--- src/verilog/timer8_regs.vh ---
// Behaviour
// RL1: compare A against counter every timer tick
// RL2: compare B register, reset zero, matched continuously; the code compares only on a timer tick
// RL3: mask and flag bits 7..3 read zero
// RL4: mask bit 2 gates compare B request
// RL5: mask bit 1 gates compare A request
// RL6: mask bit 0 gates overflow request
// RL7: counter equals compare B sets flag 2
// RL8: compare B flag cleared by vector or one
// RL9: counter equals compare A sets flag 1
// RL10: compare A flag cleared by vector or one
// RL11: counter overflow sets flag 0
// RL12: overflow flag cleared by vector or one
// RL13: overflow point depends on waveform mode
// RL14: counter write blocks next tick's match
// RL15: forced compare toggles pin only
// RL16: level requests, one-cycle acknowledge clears flag
`ifndef TIMER8_REGS_VH
`define TIMER8_REGS_VH
// register word indices; the bus byte address is four times the index
// because some indices are not word aligned as byte addresses
`define OFS_COMPARE_B 7'h28
`define OFS_IRQ_MASK 7'h6E
`define OFS_COMPARE_A 7'h27
`define OFS_IRQ_FLAGS 7'h15
`define OFS_COUNTER 7'h26
`define OFS_CONTROL 7'h24
// field positions
`define BIT_OVF 0
`define BIT_CMPA 1
`define BIT_CMPB 2
`define CTL_MODE_LSB 0
`define CTL_FORCE_B 6
`define CTL_FORCE_A 7
`define CTL_TICK_EN 3
// reset values
`define RST_BYTE 8'h00
// counter limits
`define CNT_MAX 8'hFF
`define CNT_BOTTOM 8'h00
`endif

--- src/verilog/timer8_compare_irq_regs.v ---
// Design decision made here: the AXI4-Lite interface to the registers.
`timescale 1ns/1ps
`default_nettype none
`include "timer8_regs.vh"
// register side of an 8-bit timer: two compare values, a running
// counter, three sticky event flags with enables and level requests
// limitation: compare output modes are not modelled, pins just toggle
// trade-off: counter and prescaler are minimal, enough to make events
// every register sits in byte lane 0 of a 32-bit bus word
module timer8_compare_irq_regs #(
  parameter DIV = 1 // timer tick every DIV clocks
) (
  // clock and reset
  input wire clock,
  input wire rst_n,
  // global interrupt enable and acknowledges from the cpu
  input wire global_irq_enable,
  input wire ack_overflow,
  input wire ack_compare_a,
  input wire ack_compare_b,
  // axi4-lite write address
  input wire [8:0] s_axi_awaddr, // byte address, four times the index
  input wire s_axi_awvalid,
  output wire s_axi_awready,
  // axi4-lite write data
  input wire [31:0] s_axi_wdata,
  input wire [3:0] s_axi_wstrb,
  input wire s_axi_wvalid,
  output wire s_axi_wready,
  // axi4-lite write response
  output reg [1:0] s_axi_bresp,
  output reg s_axi_bvalid,
  input wire s_axi_bready,
  // axi4-lite read address
  input wire [8:0] s_axi_araddr, // byte address, four times the index
  input wire s_axi_arvalid,
  output wire s_axi_arready,
  // axi4-lite read data
  output reg [31:0] s_axi_rdata,
  output reg [1:0] s_axi_rresp,
  output reg s_axi_rvalid,
  input wire s_axi_rready,
  // interrupt requests
  output wire irq_overflow,
  output wire irq_compare_a,
  output wire irq_compare_b,
  output wire irq,
  // waveform pins
  output reg wave_pin_a,
  output reg wave_pin_b
);
  // software state
  // everything below resets to zero, so the timer comes up stopped
  // and with every request masked
  reg [7:0] compare_a_value; // compare a
  reg [7:0] compare_b_value; // compare b
  reg [2:0] timer0_irq_mask; // enables
  reg [2:0] timer0_irq_flags; // sticky flags
  reg [7:0] counter_value; // running counter
  reg [2:0] waveform_mode_sel; // counting mode
  reg tick_enable; // counter runs
  reg count_down; // phase-correct direction
  reg block_match; // set by counter write
  reg [15:0] div_cnt; // tick divider
  // bus latches: one half of a write may arrive before the other,
  // so whichever comes first is parked here until its partner shows up
  // and the write is done in one cycle once both are in hand
  reg aw_held; // address parked
  reg w_held; // data parked
  reg [8:0] aw_addr; // parked byte address
  reg [31:0] w_data; // parked data word
  reg [3:0] w_strb; // parked byte strobes

  // write channels accepted independently, response after both;
  // no new write is taken while a response waits, which keeps at most
  // one write in flight without any extra bookkeeping
  assign s_axi_awready = !aw_held && !s_axi_bvalid;
  assign s_axi_wready = !w_held && !s_axi_bvalid;
  // one read in flight: the next address waits until the data is taken
  assign s_axi_arready = !s_axi_rvalid;
  // the live channel wins over the parked copy in the cycle it is taken
  wire [8:0] wa = s_axi_awvalid && s_axi_awready ? s_axi_awaddr : aw_addr;
  wire [31:0] wd = s_axi_wvalid && s_axi_wready ? s_axi_wdata : w_data;
  wire [3:0] ws = s_axi_wvalid && s_axi_wready ? s_axi_wstrb : w_strb;
  wire have_aw = aw_held || (s_axi_awvalid && s_axi_awready);
  wire have_w = w_held || (s_axi_wvalid && s_axi_wready);
  wire do_write = have_aw && have_w && !s_axi_bvalid;
  // only byte lane 0 carries register bits
  wire wr_lane = do_write && ws[0];
  // registers sit on whole words: index from the upper bits
  wire wa_word = wa[1:0] == 2'b00;
  wire [6:0] wa_idx = wa[8:2];
  // decoded write strobes, misaligned addresses hit nothing
  wire wr_cmpa = wr_lane && wa_word && wa_idx == `OFS_COMPARE_A;
  wire wr_cmpb = wr_lane && wa_word && wa_idx == `OFS_COMPARE_B;
  wire wr_mask = wr_lane && wa_word && wa_idx == `OFS_IRQ_MASK;
  wire wr_flag = wr_lane && wa_word && wa_idx == `OFS_IRQ_FLAGS;
  wire wr_cnt = wr_lane && wa_word && wa_idx == `OFS_COUNTER;
  wire wr_ctl = wr_lane && wa_word && wa_idx == `OFS_CONTROL;
  // forced compare only meaningful outside pwm modes
  wire pwm_mode = waveform_mode_sel[0];
  wire force_a = wr_ctl && wd[`CTL_FORCE_A] && !pwm_mode;
  wire force_b = wr_ctl && wd[`CTL_FORCE_B] && !pwm_mode;

  // tick divider, one-cycle enable; the whole timer moves on this pulse
  // only, so a slower timer clock never needs a second clock domain
  localparam [15:0] DIV_LAST = DIV[15:0] - 16'h0001; // last divider count
  wire tick = tick_enable && div_cnt == DIV_LAST;
  always @(posedge clock or negedge rst_n) begin
    if (!rst_n) begin
      div_cnt <= 16'h0000;
    end else if (!tick_enable || tick) begin
      div_cnt <= 16'h0000;
    end else begin
      div_cnt <= div_cnt + 16'h0001;
    end
  end

  // top of the count for current mode
  // ctc and the register-topped modes turn at compare a,
  // all others run the full byte; reserved codes fall in with ctc
  // so the counter can never stall on an undefined mode
  wire top_is_a = waveform_mode_sel[2] || waveform_mode_sel[1:0] == 2'b10;
  wire [7:0] top = top_is_a ? compare_a_value : `CNT_MAX;
  wire phase_mode = waveform_mode_sel[1:0] == 2'b01;
  // compare results, blocked after a counter write
  // without the block, software loading the counter with the compare
  // value would see a spurious event at once; the block lasts one tick
  // and is gone whether or not that tick matched
  wire match_a = tick && !block_match && counter_value == compare_a_value; // RL1 RL14
  wire match_b = tick && !block_match && counter_value == compare_b_value; // RL2 RL14
  // overflow point per mode
  // phase-correct modes flag at the bottom turn, the register-topped
  // fast mode at its top, every other mode at the byte's end
  // only evaluated on a tick, so a stopped timer raises nothing
  reg ovf_evt;
  always @* begin
    ovf_evt = 1'b0;
    if (tick) begin
      if (phase_mode) begin
        ovf_evt = counter_value == `CNT_BOTTOM && count_down; // RL13
      end else if (waveform_mode_sel == 3'b111) begin
        ovf_evt = counter_value == top; // RL13
      end else begin
        ovf_evt = counter_value == `CNT_MAX; // RL13
      end
    end
  end

  // counter; a forced compare never clears it
  // a bus write wins over the tick in the same cycle, so the value
  // written is exactly what the next tick starts from
  // count_down only matters in the phase-correct modes
  always @(posedge clock or negedge rst_n) begin
    if (!rst_n) begin
      counter_value <= `RST_BYTE;
      count_down <= 1'b0;
      block_match <= 1'b0;
    end else if (wr_cnt) begin
      counter_value <= wd[7:0];
      block_match <= 1'b1; // RL14
    end else if (tick) begin
      block_match <= 1'b0;
      if (phase_mode) begin
        // up to top, then back to bottom
        if (!count_down && counter_value == top) begin
          count_down <= 1'b1;
          counter_value <= counter_value - 8'h01;
        end else if (count_down && counter_value == `CNT_BOTTOM) begin
          count_down <= 1'b0;
          counter_value <= counter_value + 8'h01;
        end else if (count_down) begin
          counter_value <= counter_value - 8'h01;
        end else begin
          counter_value <= counter_value + 8'h01;
        end
      end else if (counter_value == top) begin
        counter_value <= `CNT_BOTTOM; // ctc or pwm wrap; RL15 force absent here
        count_down <= 1'b0;
      end else begin
        counter_value <= counter_value + 8'h01;
        count_down <= 1'b0;
      end
    end
  end

  // waveform pins: toggle on match or forced strobe
  // the strobe is ignored in pwm modes so software cannot disturb a
  // running pwm period; a blocked match leaves the pins alone too
  // both pins are registered so they never glitch
  always @(posedge clock or negedge rst_n) begin
    if (!rst_n) begin
      wave_pin_a <= 1'b0;
      wave_pin_b <= 1'b0;
    end else begin
      if (match_a || force_a) begin
        wave_pin_a <= !wave_pin_a; // RL1 RL15
      end
      if (match_b || force_b) begin
        wave_pin_b <= !wave_pin_b; // RL2 RL15
      end
    end
  end

  // software registers
  // only the low byte lane is looked at; the force bits of the
  // control word are strobes and are never stored
  // mask keeps just its three live bits, the rest read zero
  always @(posedge clock or negedge rst_n) begin
    if (!rst_n) begin
      compare_a_value <= `RST_BYTE;
      compare_b_value <= `RST_BYTE;
      timer0_irq_mask <= 3'b000;
      waveform_mode_sel <= 3'b000;
      tick_enable <= 1'b0;
    end else begin
      if (wr_cmpa) begin
        compare_a_value <= wd[7:0];
      end
      if (wr_cmpb) begin
        compare_b_value <= wd[7:0]; // RL2
      end
      if (wr_mask) begin
        timer0_irq_mask <= wd[2:0];
      end
      if (wr_ctl) begin
        waveform_mode_sel <= wd[`CTL_MODE_LSB +: 3];
        tick_enable <= wd[`CTL_TICK_EN];
      end
    end
  end

  // flag set beats any clear in the same cycle
  // losing an event is worse than a spare interrupt, so a match that
  // lands with the acknowledge or a write-one-clear stays visible
  // writing zero to a flag bit leaves it as it was
  wire [2:0] set_evt = {match_b, match_a, ovf_evt}; // RL7 RL9 RL11
  wire [2:0] ack_evt = {ack_compare_b, ack_compare_a, ack_overflow}; // RL16
  wire [2:0] sw_clr = wr_flag ? wd[2:0] : 3'b000;
  always @(posedge clock or negedge rst_n) begin
    if (!rst_n) begin
      timer0_irq_flags <= 3'b000;
    end else begin
      timer0_irq_flags <= set_evt | (timer0_irq_flags & ~(ack_evt | sw_clr)); // RL8 RL10 RL12
    end
  end

  // level requests to the cpu
  // combinational from registered state, so a request drops in the same
  // cycle as the flag clears and never pulses on its own
  // the global enable gates all three alike
  assign irq_compare_b = global_irq_enable && timer0_irq_mask[`BIT_CMPB]
    && timer0_irq_flags[`BIT_CMPB]; // RL4 RL16
  assign irq_compare_a = global_irq_enable && timer0_irq_mask[`BIT_CMPA]
    && timer0_irq_flags[`BIT_CMPA]; // RL5 RL16
  assign irq_overflow = global_irq_enable && timer0_irq_mask[`BIT_OVF]
    && timer0_irq_flags[`BIT_OVF]; // RL6 RL16
  assign irq = irq_compare_b || irq_compare_a || irq_overflow;

  // write handshake
  // the response is registered and stands until bready; the parked
  // halves are freed in the same cycle the write lands
  // a write with lane 0 off answers okay and changes nothing
  always @(posedge clock or negedge rst_n) begin
    if (!rst_n) begin
      aw_held <= 1'b0;
      w_held <= 1'b0;
      aw_addr <= 9'h000;
      w_data <= 32'h00000000;
      w_strb <= 4'h0;
      s_axi_bvalid <= 1'b0;
      s_axi_bresp <= 2'b00;
    end else begin
      if (do_write) begin
        aw_held <= 1'b0;
        w_held <= 1'b0;
        s_axi_bvalid <= 1'b1;
        // unmapped address answers slverr
        s_axi_bresp <= (wr_cmpa || wr_cmpb || wr_mask || wr_flag || wr_cnt || wr_ctl
          || !ws[0]) ? 2'b00 : 2'b10;
      end else begin
        if (s_axi_awvalid && s_axi_awready) begin
          aw_held <= 1'b1;
          aw_addr <= s_axi_awaddr;
        end
        if (s_axi_wvalid && s_axi_wready) begin
          w_held <= 1'b1;
          w_data <= s_axi_wdata;
          w_strb <= s_axi_wstrb;
        end
        if (s_axi_bvalid && s_axi_bready) begin
          s_axi_bvalid <= 1'b0;
        end
      end
    end
  end

  // read mux; reserved bits read zero
  // decoded straight from the live address: the data is latched in the
  // same cycle the address is taken, so no address register is needed
  // unmapped or misaligned addresses answer an error with zero data
  reg [7:0] rd_byte;
  reg rd_hit;
  always @* begin
    rd_byte = 8'h00;
    rd_hit = 1'b1;
    // decode on the word index
    case (s_axi_araddr[8:2])
      `OFS_COMPARE_A: rd_byte = compare_a_value;
      `OFS_COMPARE_B: rd_byte = compare_b_value;
      `OFS_IRQ_MASK: rd_byte = {5'b00000, timer0_irq_mask}; // RL3
      `OFS_IRQ_FLAGS: rd_byte = {5'b00000, timer0_irq_flags}; // RL3
      `OFS_COUNTER: rd_byte = counter_value;
      `OFS_CONTROL: rd_byte = {4'h0, tick_enable, waveform_mode_sel}; // strobes read zero
      default: rd_hit = 1'b0;
    endcase
    if (s_axi_araddr[1:0] != 2'b00) begin
      // not on a word boundary
      rd_byte = 8'h00;
      rd_hit = 1'b0;
    end
  end

  // read handshake, answer one cycle after address
  // rdata is a flop so it holds still while rvalid waits for rready;
  // a new address is only taken once the old answer has gone
  // the register value is sampled when the address is taken
  always @(posedge clock or negedge rst_n) begin
    if (!rst_n) begin
      s_axi_rvalid <= 1'b0;
      s_axi_rdata <= 32'h00000000;
      s_axi_rresp <= 2'b00;
    end else if (s_axi_arvalid && s_axi_arready) begin
      s_axi_rvalid <= 1'b1;
      s_axi_rdata <= {24'h000000, rd_byte};
      s_axi_rresp <= rd_hit ? 2'b00 : 2'b10;
    end else if (s_axi_rvalid && s_axi_rready) begin
      s_axi_rvalid <= 1'b0;
    end
  end
endmodule // timer8_compare_irq_regs
`default_nettype wire

--- config.mk ---
export PLATFORM = sky130hd
export DESIGN_NAME = timer8_compare_irq_regs
export DESIGN_NICKNAME = d
export VERILOG_FILES = /design/src/verilog/timer8_compare_irq_regs.v
export VERILOG_INCLUDE_DIRS = /design/src /design/src/verilog
export SDC_FILE = /design/constraint.sdc
export NUM_CORES = 1
export LEC_CHECK = 0
export ABC_AREA = 0
export BUFFER_PORTS_ARGS = -buffer_cell sky130_fd_sc_hd__buf_2
export CORE_MARGIN = 4
export CORE_UTILIZATION = 40
export DETAILED_ROUTE_END_ITERATION = 16
export HOLD_SLACK_MARGIN = 0.15
export SKIP_CTS_REPAIR_TIMING = 1
export SYNTH_ARGS = -nofsm -noshare
export SYNTH_HDL_FRONTEND = slang
export SYNTH_SLANG_ARGS = --single-unit
export TNS_END_PERCENT = 20
--- constraint.sdc ---
create_clock -name clock -period 2.55 [get_ports clock]
set_input_delay 0.1275 -clock clock [delete_from_list [all_inputs] [get_ports clock]]
set_output_delay 0.1275 -clock clock [all_outputs]
set_load 0.05 [all_outputs]
After elaboration in Yosys (flattened, before gate mapping) --
Index checks and enable logic that the tools add are counted.
Cells by class: add/subtract/negate cells 3, equal/unequal tests 20, muxes and demuxes 35, bitwise gates (word level) 5, reduce and logical (&&, ||, !) cells 69
Operators with widths (count):
- 2-to-1 mux 8 bit | 10
- == test 7 x 6 -> 1 bit, second input constant | 8
- one-hot mux 8 bit (6 select lines) | 1
- logical AND 1 bit | 33
- == test 8 bit | 3
- 2-to-1 mux 1 bit | 19
- adder 16 x 1 -> 16 bit, second input constant | 1
- zero test 16 bit | 1
- 2-to-1 mux 16 bit | 1
- == test 7 x 5 -> 1 bit, second input constant | 2
- == test 7 bit, second input constant | 2
- logical OR 1 bit | 14
- nonzero test 2 bit | 6
- zero test 1 bit | 11
- 2-to-1 mux 9 bit | 1
- adder 8 x 1 -> 8 bit, second input constant | 1
- == test 8 bit, second input constant | 1
- zero test 8 bit | 1
- subtractor 8 x 1 -> 8 bit, second input constant | 1
- OR 3 bit | 2
- OR reduction 6 bit | 1
- 2-to-1 mux 2 bit | 2
- bitwise AND 3 bit | 1
- == test 3 bit, second input constant | 1
- 8 further kinds | 8
Word-level totals: register bits 88, input port bits 65, output and inout port bits 47, word-level logic and storage cells 154

Logic depth before layout (Yosys ltp) --
Gate-level depths: netlist of the first run.
depth after elaboration 16, mapped depth 11, depth with buffers taken out 10

Worst setup path after synthesis of the first run --
No wires, ideal clock.
kind register to register, from register s_axi_bvalid, to register compare_b_value[2], library setup time 142 ps, arrival 2371 ps, slack 37 ps, stages on the path, launching flop included 8, path buffers 1, period minus slack after synthesis 2513 ps, path through dfrtp_1 > nor2_1 > nand2_1 > nand3_1 > a21boi_0 > nand4_1 > clkbuf_1 > o21ai_0
Between the ends: word-level cells in the longest chain between the ends 9, elaborated cells on any way between the ends 17
RTL lines:
- start, declared | RTL line timer8_compare_irq_regs.v:32 | output reg s_axi_bvalid,
- start signal, assigned | RTL line timer8_compare_irq_regs.v:271 | s_axi_bvalid <= 1'b0;
- start signal, assigned | RTL line timer8_compare_irq_regs.v:277 | s_axi_bvalid <= 1'b1;
- start signal, assigned | RTL line timer8_compare_irq_regs.v:292 | s_axi_bvalid <= 1'b0;
- zero test 1 bit * | RTL line timer8_compare_irq_regs.v:77 | assign s_axi_awready = !aw_held && !s_axi_bvalid;
- logical AND 1 bit * | RTL line timer8_compare_irq_regs.v:77
- named net s_axi_awready | RTL line timer8_compare_irq_regs.v:24 | output wire s_axi_awready,
- logical AND 1 bit * | RTL line timer8_compare_irq_regs.v:82, timer8_compare_irq_regs.v:85
- branches (longest 5 deep; another with 2-to-1 mux 9 bit)
- logical AND 1 bit (no line) *
- end signal, assigned | RTL line timer8_compare_irq_regs.v:212 | compare_b_value <= `RST_BYTE;
- end signal, assigned | RTL line timer8_compare_irq_regs.v:221 | compare_b_value <= wd[7:0];
- end, declared | RTL line timer8_compare_irq_regs.v:56 | reg [7:0] compare_b_value;
Mark *: on every way through the listed nets, which the timed path passes. A chain may end at the register's enable or synchronous reset.

Worst setup path in the final report of the first run --
from register counter_value[2], to register counter_value[0]
Between the ends: word-level cells in the longest chain between the ends 7, elaborated cells on any way between the ends 10
RTL lines:
- start, declared | RTL line timer8_compare_irq_regs.v:59 | reg [7:0] counter_value;
- start signal, assigned | RTL line timer8_compare_irq_regs.v:156 | counter_value <= `RST_BYTE;
- start signal, assigned | RTL line timer8_compare_irq_regs.v:160 | counter_value <= wd[7:0];
- start signal, assigned | RTL line timer8_compare_irq_regs.v:168 | counter_value <= counter_value - 8'h01;
- zero test 8 bit (no line)
- logical AND 1 bit (no line)
- 2-to-1 mux 8 bit | RTL line timer8_compare_irq_regs.v:169 | end else if (count_down && counter_value == `CNT_BOTTOM) begin
- 2-to-1 mux 8 bit | RTL line timer8_compare_irq_regs.v:166 | if (!count_down && counter_value == top) begin
- 2-to-1 mux 8 bit * | RTL line timer8_compare_irq_regs.v:164 | if (phase_mode) begin
- 2-to-1 mux 8 bit * | RTL line timer8_compare_irq_regs.v:162 | end else if (tick) begin
- 2-to-1 mux 8 bit * | RTL line timer8_compare_irq_regs.v:159 | end else if (wr_cnt) begin
Mark *: on every way between the ends. The rest lies on a longest branch, timed or not. The select of a mux whose other input is x is not followed.

==> results of run 1 <==
-- power by group --
group / leakage (nW) / internal (W) / switching, W
combinational: 1.49 / 0.000667 / 0.000983
sequential: 1.11 / 0.00162 / 0.000243
clock: 0.133 / 0.000667 / 0.000561
total: 2.73 / 0.00295 / 0.00179
-- critical path, cell delays in order (launching register included) --
cell and delay, ns:
sky130_fd_sc_hd__dfrtp_1 0.47, sky130_fd_sc_hd__nor2b_1 0.18, sky130_fd_sc_hd__a2111oi_1 0.33, sky130_fd_sc_hd__and4_1 0.30, sky130_fd_sc_hd__o21ai_0 0.22, sky130_fd_sc_hd__o21ai_0 0.41
sky130_fd_sc_hd__nor2_1 0.08, sky130_fd_sc_hd__a211oi_1 0.19, sky130_fd_sc_hd__a21oi_1 0.07
-- state kept, by name (all words and copies together), names as in the netlist, 3 cells and up --
| name | count |
|---|---|
| w_data | 8 |
| s_axi_rdata | 8 |
| timer0_irq_mask | 3 |
| compare_a_value | 8 |
| div_cnt | 16 |
| waveform_mode_sel | 3 |
| counter_value | 8 |
| timer0_irq_flags | 3 |
| aw_addr | 9 |
| compare_b_value | 8 |
-- placed cells by master (no fill, tap or decap), types with 5 or more instances in the layout --
cell type	count
sky130_fd_sc_hd__dfrtp_1	86
sky130_fd_sc_hd__buf_2	57
sky130_fd_sc_hd__nand2_1	55
sky130_fd_sc_hd__nor2_1	53
sky130_fd_sc_hd__o21ai_0	41
sky130_fd_sc_hd__buf_4	32
sky130_fd_sc_hd__conb_1	26
sky130_fd_sc_hd__a21oi_1	24
sky130_fd_sc_hd__mux2_2	22
sky130_fd_sc_hd__inv_1	18
sky130_fd_sc_hd__xnor2_1	18
sky130_fd_sc_hd__dlygate4sd3_1	17
sky130_fd_sc_hd__nand3_1	15
sky130_fd_sc_hd__nor3_1	14
sky130_fd_sc_hd__xor2_1	12
sky130_fd_sc_hd__and3_1	11
sky130_fd_sc_hd__mux2i_1	10
sky130_fd_sc_hd__a222oi_1	9
sky130_fd_sc_hd__clkbuf_16	9
sky130_fd_sc_hd__nand4_1	8
sky130_fd_sc_hd__nand3b_1	7
sky130_fd_sc_hd__nor2b_1	6
sky130_fd_sc_hd__a31oi_1	5
-- per-layer routing --
layer / GRT usage [%] / up-vias / wire length [um]
li1: - / 2070 / -
met1: 26.2 / 2043 / 5980
met2: 27.4 / 130 / 5950
met3: 3.58 / 12 / 741
met4: 6.30 / 0 / 165
met5: 0 / - / 0
-- final timing paths --
check	startpoint	endpoint	slack [ns]	cells after the start
hold / removal	s_axi_wvalid	w_held$_DFFE_PN0P_	0.13	3
min in group asynchronous	rst_n	s_axi_rdata[6]$_DFFE_PN0P_	0.35	3
hold reg to reg	wave_pin_a$_DFFE_PN0P_	wave_pin_a$_DFFE_PN0P_	0.48	1
setup reg to reg	counter_value[2]$_DFFE_PN0P_	counter_value[0]$_DFFE_PN0P_	0.17	8
setup / recovery	counter_value[2]$_DFFE_PN0P_	counter_value[0]$_DFFE_PN0P_	0.17	8
max in group asynchronous	rst_n	div_cnt[12]$_DFF_PN0_	1.84	3
-- final cells by class --
| type | count | area (um2) | area share, % |
|---|---|---|---|
| inverter | 18 | 67.6 | 1.12 |
| clock buffer | 10 | 229 | 3.79 |
| tap | 168 | 210 | 3.48 |
| multi-input combinational | 418 | 2620 | 43.4 |
| timing repair buffer | 107 | 716 | 11.8 |
| clock inverter | 6 | 47.5 | 0.787 |
| sequential | 86 | 2150 | 35.6 |
-- through the flow --
stage | util [%] | setup slack (ns) | instances | hold slack [ns]
after global placement | 45.9 | 0.193 | 780 | 0.204
final | 49.7 | 0.167 | 813 | 0.133
after floorplan | - | 0.0370 | 567 | -0.168
after detailed placement | 45.9 | 0.100 | 780 | 0.209
after CTS | 48.2 | 0.0750 | 796 | -0.161
after global routing | 49.7 | 0.0469 | 813 | 0.175
-- cells by family (layout without fill, tap and decap cells) --
kind of cell | count (synthesis) | in the layout
AO/OA/AOI/OAI | 117 | 117
XOR/XNOR | 30 | 30
adder cells (fa/ha/maj) | 4 | 4
buffers and inverters | 63 | 141
flip-flops | 86 | 86
multiplexers | 32 | 32
other | 1 | 26
AND/OR/NAND/NOR | 209 | 209
==> flow_results.xml, run 1 <==
<?xml version="1.0" encoding="UTF-8"?>
<metrics>
  <group name="outcome">
    <metric name="run_status" unit="">completed</metric>
  </group>
  <group name="cells_and_area">
    <metric name="diodes" unit="">0</metric>
    <metric name="drive_gt1_share" unit="%">22.6</metric>
    <metric name="n_fill_cell" unit="">1183</metric>
    <metric name="area_growth_syn_to_layout" unit="%">20.1</metric>
    <metric name="postLayoutCellArea" unit="mm2">0.00604</metric>
    <metric name="finish.net_count" unit="">709</metric>
  </group>
  <group name="global_routing">
    <metric name="via_count_of_the_first_global_routing_pass" unit="">4034</metric>
    <metric name="grt_pass1_wl" unit="mm">20.9</metric>
    <metric name="grt_usage" unit="%">18.3</metric>
    <metric name="antenna_found_initial" unit="">0</metric>
    <metric name="pin_count_of_the_biggest_net_entering_global_routing" unit="">87</metric>
    <metric name="grt_overflow" unit="">0</metric>
  </group>
  <group name="logic_synthesis">
    <metric name="yosys-top-cells-count" unit="">sky130_fd_sc_hd__dfrtp_1, sky130_fd_sc_hd__nand2_1, sky130_fd_sc_hd__nor2_1</metric>
    <metric name="prevailing_post_synth_register_cell" unit="">sky130_fd_sc_hd__dfrtp_1</metric>
    <metric name="synth_edf_count" unit="">0</metric>
    <metric name="synth-adder-area-share" unit="%">0.995</metric>
    <metric name="ys_ff_latch" unit="">86</metric>
    <metric name="seq_area_frac_synth" unit="%">42.8</metric>
    <metric name="post-synth-top-area-fraction" unit="%">42.8</metric>
    <metric name="synth_xor_area_share" unit="%">5.22</metric>
    <metric name="synth_most_common_cell" unit="">sky130_fd_sc_hd__dfrtp_1</metric>
    <metric name="synth_area_leaders" unit="">sky130_fd_sc_hd__dfrtp_1, sky130_fd_sc_hd__mux2_2, sky130_fd_sc_hd__buf_4</metric>
    <metric name="synth-simple-area-share" unit="%">22.0</metric>
    <metric name="dominant_combinational_cell_family_by_area_after_synthesis" unit="">simple AND/OR/NAND/NOR gates</metric>
    <metric name="postSynthAreaPerCell" unit="um2">9.28</metric>
    <metric name="async_flop_share" unit="%">100</metric>
    <metric name="synth_area_leader_cell" unit="">sky130_fd_sc_hd__dfrtp_1</metric>
    <metric name="synth.distinct_cells" unit="">64</metric>
    <metric name="yosys_warnings" unit="">0</metric>
    <metric name="synthesis.instances" unit="">542</metric>
    <metric name="syn_area" unit="mm2">0.00503</metric>
    <metric name="post_synth_mux_area_share" unit="%">6.91</metric>
    <metric name="synth-compound-area-share" unit="%">14.9</metric>
  </group>
  <group name="place">
    <metric name="post_dp_cell_area" unit="mm2">0.00559</metric>
    <metric name="global_placer_s_final_weighted_congestion" unit="">0.897</metric>
    <metric name="port_buffers" unit="">58</metric>
    <metric name="place_hpwl" unit="mm">9.41</metric>
  </group>
  <group name="drt">
    <metric name="wl_per_cell" unit="um">15.8</metric>
    <metric name="ant_nets" unit="">0</metric>
    <metric name="firstDrtPassIters" unit="">7</metric>
    <metric name="post-route-drc-count" unit="">0</metric>
    <metric name="wirelength" unit="mm">12.8</metric>
    <metric name="initialDrtViolationCount" unit="">290</metric>
    <metric name="routed_via_density" unit="">5.23</metric>
    <metric name="vias" unit="">4255</metric>
  </group>
  <group name="worst_setup_path">
    <metric name="critical_path.startpoint_type" unit="">flop</metric>
    <metric name="worstPathRequired" unit="ns">2.76</metric>
    <metric name="arrival" unit="ns">2.59</metric>
    <metric name="cp_max_fo" unit="">6</metric>
    <metric name="worst_setup_path_end_kind" unit="">flop</metric>
    <metric name="timing.setup.critical_path_class" unit="">flop to flop</metric>
  </group>
  <group name="timing">
    <metric name="max_freq" unit="MHz">420</metric>
    <metric name="maxSlewHeadroom" unit="%">48.2</metric>
    <metric name="final.setup_skew" unit="ns">0.00855</metric>
    <metric name="fin_setup_tns" unit="ns">0</metric>
    <metric name="final_min_period_over_clock_period" unit="%">93.5</metric>
    <metric name="setup_repair_after_global_routing_missed_its_margin" unit="">false</metric>
    <metric name="fin_crit" unit="ns">2.38</metric>
    <metric name="hold_violations" unit="">0</metric>
    <metric name="worstMarginPinSlew" unit="ns">0.770</metric>
    <metric name="finalSetupViolCount" unit="">0</metric>
    <metric name="drv_slew" unit="">0</metric>
  </group>
  <group name="die">
    <metric name="die_height" unit="um">120</metric>
    <metric name="initial_utilization" unit="%">41.4</metric>
    <metric name="placementRows" unit="">40</metric>
    <metric name="fp.dieArea" unit="mm2">0.0144</metric>
    <metric name="num_io_pins" unit="">112</metric>
    <metric name="core_region_area" unit="mm2">0.0122</metric>
    <metric name="dieWidth" unit="um">120</metric>
  </group>
  <group name="hold_path">
    <metric name="hold_path_class" unit="">input pin to flop</metric>
  </group>
  <group name="clocking">
    <metric name="clkSlewWorstSetupHoldPaths" unit="ns">0.06</metric>
    <metric name="clock_latency" unit="ns">0.35</metric>
    <metric name="clk_path_buf_depth" unit="">2</metric>
    <metric name="htreeDepth" unit="">3</metric>
    <metric name="tritoncts" unit="">built</metric>
    <metric name="clock-sinks" unit="">86</metric>
    <metric name="cts_root_buf" unit="">sky130_fd_sc_hd__clkbuf_16</metric>
    <metric name="cts-buffers-inserted" unit="">9</metric>
  </group>
  <group name="pwr">
    <metric name="static-leakage-power" unit="nW">2.73</metric>
    <metric name="irDropWorstVdd" unit="mV">0.645</metric>
    <metric name="finalPower" unit="W">0.00474</metric>
    <metric name="p_per_area" unit="mW/mm2">785</metric>
  </group>
  <group name="run">
    <metric name="max-cap-violations" unit="">0</metric>
  </group>
</metrics>
Note: power is estimated with default switching activity, not from simulation.
==> inputs of run 2 (changes only) <==
Settings changed: CTS_CLUSTER_DIAMETER set to 150, REMOVE_ABC_BUFFERS set to 1.
==> flow_results.xml, run 2 (synthesis gave the netlist of run 1 again) <==
<?xml version="1.0" encoding="UTF-8"?>
<metrics>
  <group name="drt">
    <metric name="wl_per_cell" unit="um">15.9</metric>
    <metric name="ant_nets" unit="">0</metric>
    <metric name="post-route-drc-count" unit="">0</metric>
    <metric name="firstDrtPassIters" unit="">6</metric>
    <metric name="vias" unit="">4233</metric>
    <metric name="initialDrtViolationCount" unit="">290</metric>
    <metric name="routed_via_density" unit="">5.24</metric>
    <metric name="wirelength" unit="mm">12.8</metric>
  </group>
  <group name="pwr">
    <metric name="power.switching_fraction" unit="%">37.2</metric>
    <metric name="finalPower" unit="W">0.00471</metric>
    <metric name="seq_power_share" unit="%">39.8</metric>
    <metric name="p_per_area" unit="mW/mm2">785</metric>
    <metric name="switchingPower" unit="W">0.00176</metric>
    <metric name="internal_power" unit="W">0.00296</metric>
    <metric name="comb_power_share" unit="%">34.0</metric>
    <metric name="clock_power_share" unit="%">26.2</metric>
    <metric name="irDropWorstVdd" unit="mV">0.594</metric>
    <metric name="static-leakage-power" unit="nW">2.70</metric>
  </group>
  <group name="cells_and_area">
    <metric name="most-common-layout-cells" unit="">sky130_fd_sc_hd__dfrtp_1, sky130_fd_sc_hd__buf_2, sky130_fd_sc_hd__nand2_1</metric>
    <metric name="drive_gt1_share" unit="%">22.0</metric>
    <metric name="finalNonFillerCells" unit="">808</metric>
    <metric name="reg.largest.list" unit="">div_cnt: 16 flops, aw_addr: 9 flops</metric>
    <metric name="diodes" unit="">0</metric>
    <metric name="number_of_flip_flops_under_the_largest_register_name" unit="">16</metric>
    <metric name="finish.net_count" unit="">704</metric>
    <metric name="largest-register" unit="">div_cnt</metric>
    <metric name="area_growth_syn_to_layout" unit="%">19.3</metric>
    <metric name="mostFrequentLayoutCell" unit="">sky130_fd_sc_hd__dfrtp_1</metric>
  </group>
  <group name="die">
    <metric name="num_io_pins" unit="">112</metric>
    <metric name="initial_utilization" unit="%">41.4</metric>
    <metric name="core_region_area" unit="mm2">0.0122</metric>
    <metric name="die_height" unit="um">120</metric>
    <metric name="dieWidth" unit="um">120</metric>
    <metric name="fp.dieArea" unit="mm2">0.0144</metric>
    <metric name="placementRows" unit="">40</metric>
  </group>
  <group name="timing">
    <metric name="worstMarginPinSlew" unit="ns">0.679</metric>
    <metric name="final_min_period_over_clock_period" unit="%">93.1</metric>
    <metric name="final.setup_skew" unit="ns">0.00707</metric>
    <metric name="setup_repair_after_global_routing_missed_its_margin" unit="">false</metric>
    <metric name="maxSlewHeadroom" unit="%">54.7</metric>
    <metric name="drv_slew" unit="">0</metric>
    <metric name="hold_violations" unit="">0</metric>
    <metric name="max_freq" unit="MHz">421</metric>
    <metric name="fin_setup_tns" unit="ns">0</metric>
    <metric name="post-route-worst-setup-slack" unit="ns">0.176</metric>
    <metric name="finalSetupViolCount" unit="">0</metric>
    <metric name="hold_ws" unit="ns">0.0796</metric>
    <metric name="fin_crit" unit="ns">2.37</metric>
  </group>
  <group name="worst_setup_path">
    <metric name="arrival" unit="ns">2.60</metric>
    <metric name="critical_path.startpoint_type" unit="">flop</metric>
    <metric name="timing.setup.critical_path_class" unit="">flop to flop</metric>
    <metric name="worstPathRequired" unit="ns">2.78</metric>
    <metric name="worst_setup_path_end_kind" unit="">flop</metric>
    <metric name="cp_max_fo" unit="">11</metric>
  </group>
  <group name="run">
    <metric name="max-cap-violations" unit="">0</metric>
  </group>
  <group name="clocking">
    <metric name="clkSlewWorstSetupHoldPaths" unit="ns">0.06</metric>
    <metric name="cts_root_buf" unit="">sky130_fd_sc_hd__clkbuf_16</metric>
    <metric name="clk_path_buf_depth" unit="">2</metric>
    <metric name="tritoncts" unit="">built</metric>
    <metric name="htreeDepth" unit="">3</metric>
    <metric name="clock_latency" unit="ns">0.34</metric>
    <metric name="clock-sinks" unit="">86</metric>
    <metric name="cts-buffers-inserted" unit="">9</metric>
  </group>
  <group name="global_routing">
    <metric name="via_count_of_the_first_global_routing_pass" unit="">4087</metric>
    <metric name="antenna_found_initial" unit="">0</metric>
    <metric name="grt_pass1_wl" unit="mm">20.5</metric>
    <metric name="grt_usage" unit="%">18.0</metric>
    <metric name="grt_overflow" unit="">0</metric>
    <metric name="pin_count_of_the_biggest_net_entering_global_routing" unit="">49</metric>
  </group>
  <group name="place">
    <metric name="place_hpwl" unit="mm">9.63</metric>
    <metric name="global_placer_s_final_weighted_congestion" unit="">0.916</metric>
    <metric name="placed_cells" unit="">775</metric>
    <metric name="port_buffers" unit="">58</metric>
    <metric name="pre_cts_ws" unit="ns">0.0811</metric>
  </group>
  <group name="hold_path">
    <metric name="hold_path_class" unit="">input pin to flop</metric>
  </group>
  <group name="outcome">
    <metric name="run_status" unit="">completed</metric>
  </group>
</metrics>
-- run 2: cell types whose count changed in the layout (fill, tap and decap cells not counted), sizes merged --
| cell | delta |
|---|---|
| buf | -5 |
| clkinv | -2 |
| clkbuf | +1 |
| clkinvlp | +1 |
-- run 2: final timing paths --
kind | slack, ns | endpoint | depth (start not counted) | startpoint
setup reg to reg | 0.18 | counter_value[4]$_DFFE_PN0P_ | 8 | counter_value[4]$_DFFE_PN0P_
hold reg to reg | 0.47 | s_axi_rdata[6]$_DFFE_PN0P_ | 2 | s_axi_rdata[6]$_DFFE_PN0P_
min in group asynchronous | 0.35 | s_axi_rvalid$_DFFE_PN0P_ | 2 | rst_n
hold / removal | 0.08 | timer0_irq_flags[0]$_DFF_PN0_ | 4 | ack_overflow
max in group asynchronous | 1.56 | compare_a_value[1]$_DFFE_PN0P_ | 3 | rst_n
setup / recovery | 0.18 | counter_value[4]$_DFFE_PN0P_ | 8 | counter_value[4]$_DFFE_PN0P_
-- run 2: area by class of cell --
cell class / instances / area [um2]
Fill cell: 1171 / 6160
Multi-Input combinational cell: 418 / 2620
Sequential cell: 86 / 2150
Timing Repair Buffer: 102 / 678
Clock buffer: 11 / 243
Tap cell: 168 / 210
Inverter: 18 / 67.6
Clock inverter: 5 / 33.8
-- run 2: worst max-delay path, stage by stage (launching register included) --
cell and delay [ns]:
sky130_fd_sc_hd__dfrtp_1 0.53, sky130_fd_sc_hd__or4_4 0.59, sky130_fd_sc_hd__nor4_4 0.27, sky130_fd_sc_hd__nor2_2 0.09, sky130_fd_sc_hd__o21a_4 0.14, sky130_fd_sc_hd__nand2_4 0.07, sky130_fd_sc_hd__mux2i_1 0.30, sky130_fd_sc_hd__o31a_1 0.19
sky130_fd_sc_hd__o22ai_1 0.07
-- run 2: metrics by stage --
step | util [%] | area (um2)
5_1_grt | 49.4 | 6000
4_1_cts | 47.9 | 5830
3_3_place_gp | 45.6 | 5550
2_1_floorplan | - | 4830
3_5_place_dp | 45.6 | 5550
6_report | 49.4 | 6000
-- run 2: power groups by stage --
stage                     Clock [W]  Sequential [W]  Combinational (W)
final                       0.00124         0.00188            0.00160
after global routing        0.00132         0.00192            0.00175
after CTS                   0.00127         0.00187            0.00159
after detailed placement          0         0.00190            0.00159
after global placement            0         0.00188            0.00156
after floorplan                   0         0.00192           0.000985
-- run 2: routing by layer --
| layer | GRT usage (%) | share of wire, % | vias to the layer above |
|---|---|---|---|
| met2 | 28.5 | 47 | 129 |
| met1 | 24.1 | 45 | 2016 |
| met5 | 0 | 0 | - |
| met4 | 8.16 | 2.8 | 0 |
| li1 | - | - | 2066 |
| met3 | 3.16 | 4.7 | 22 |
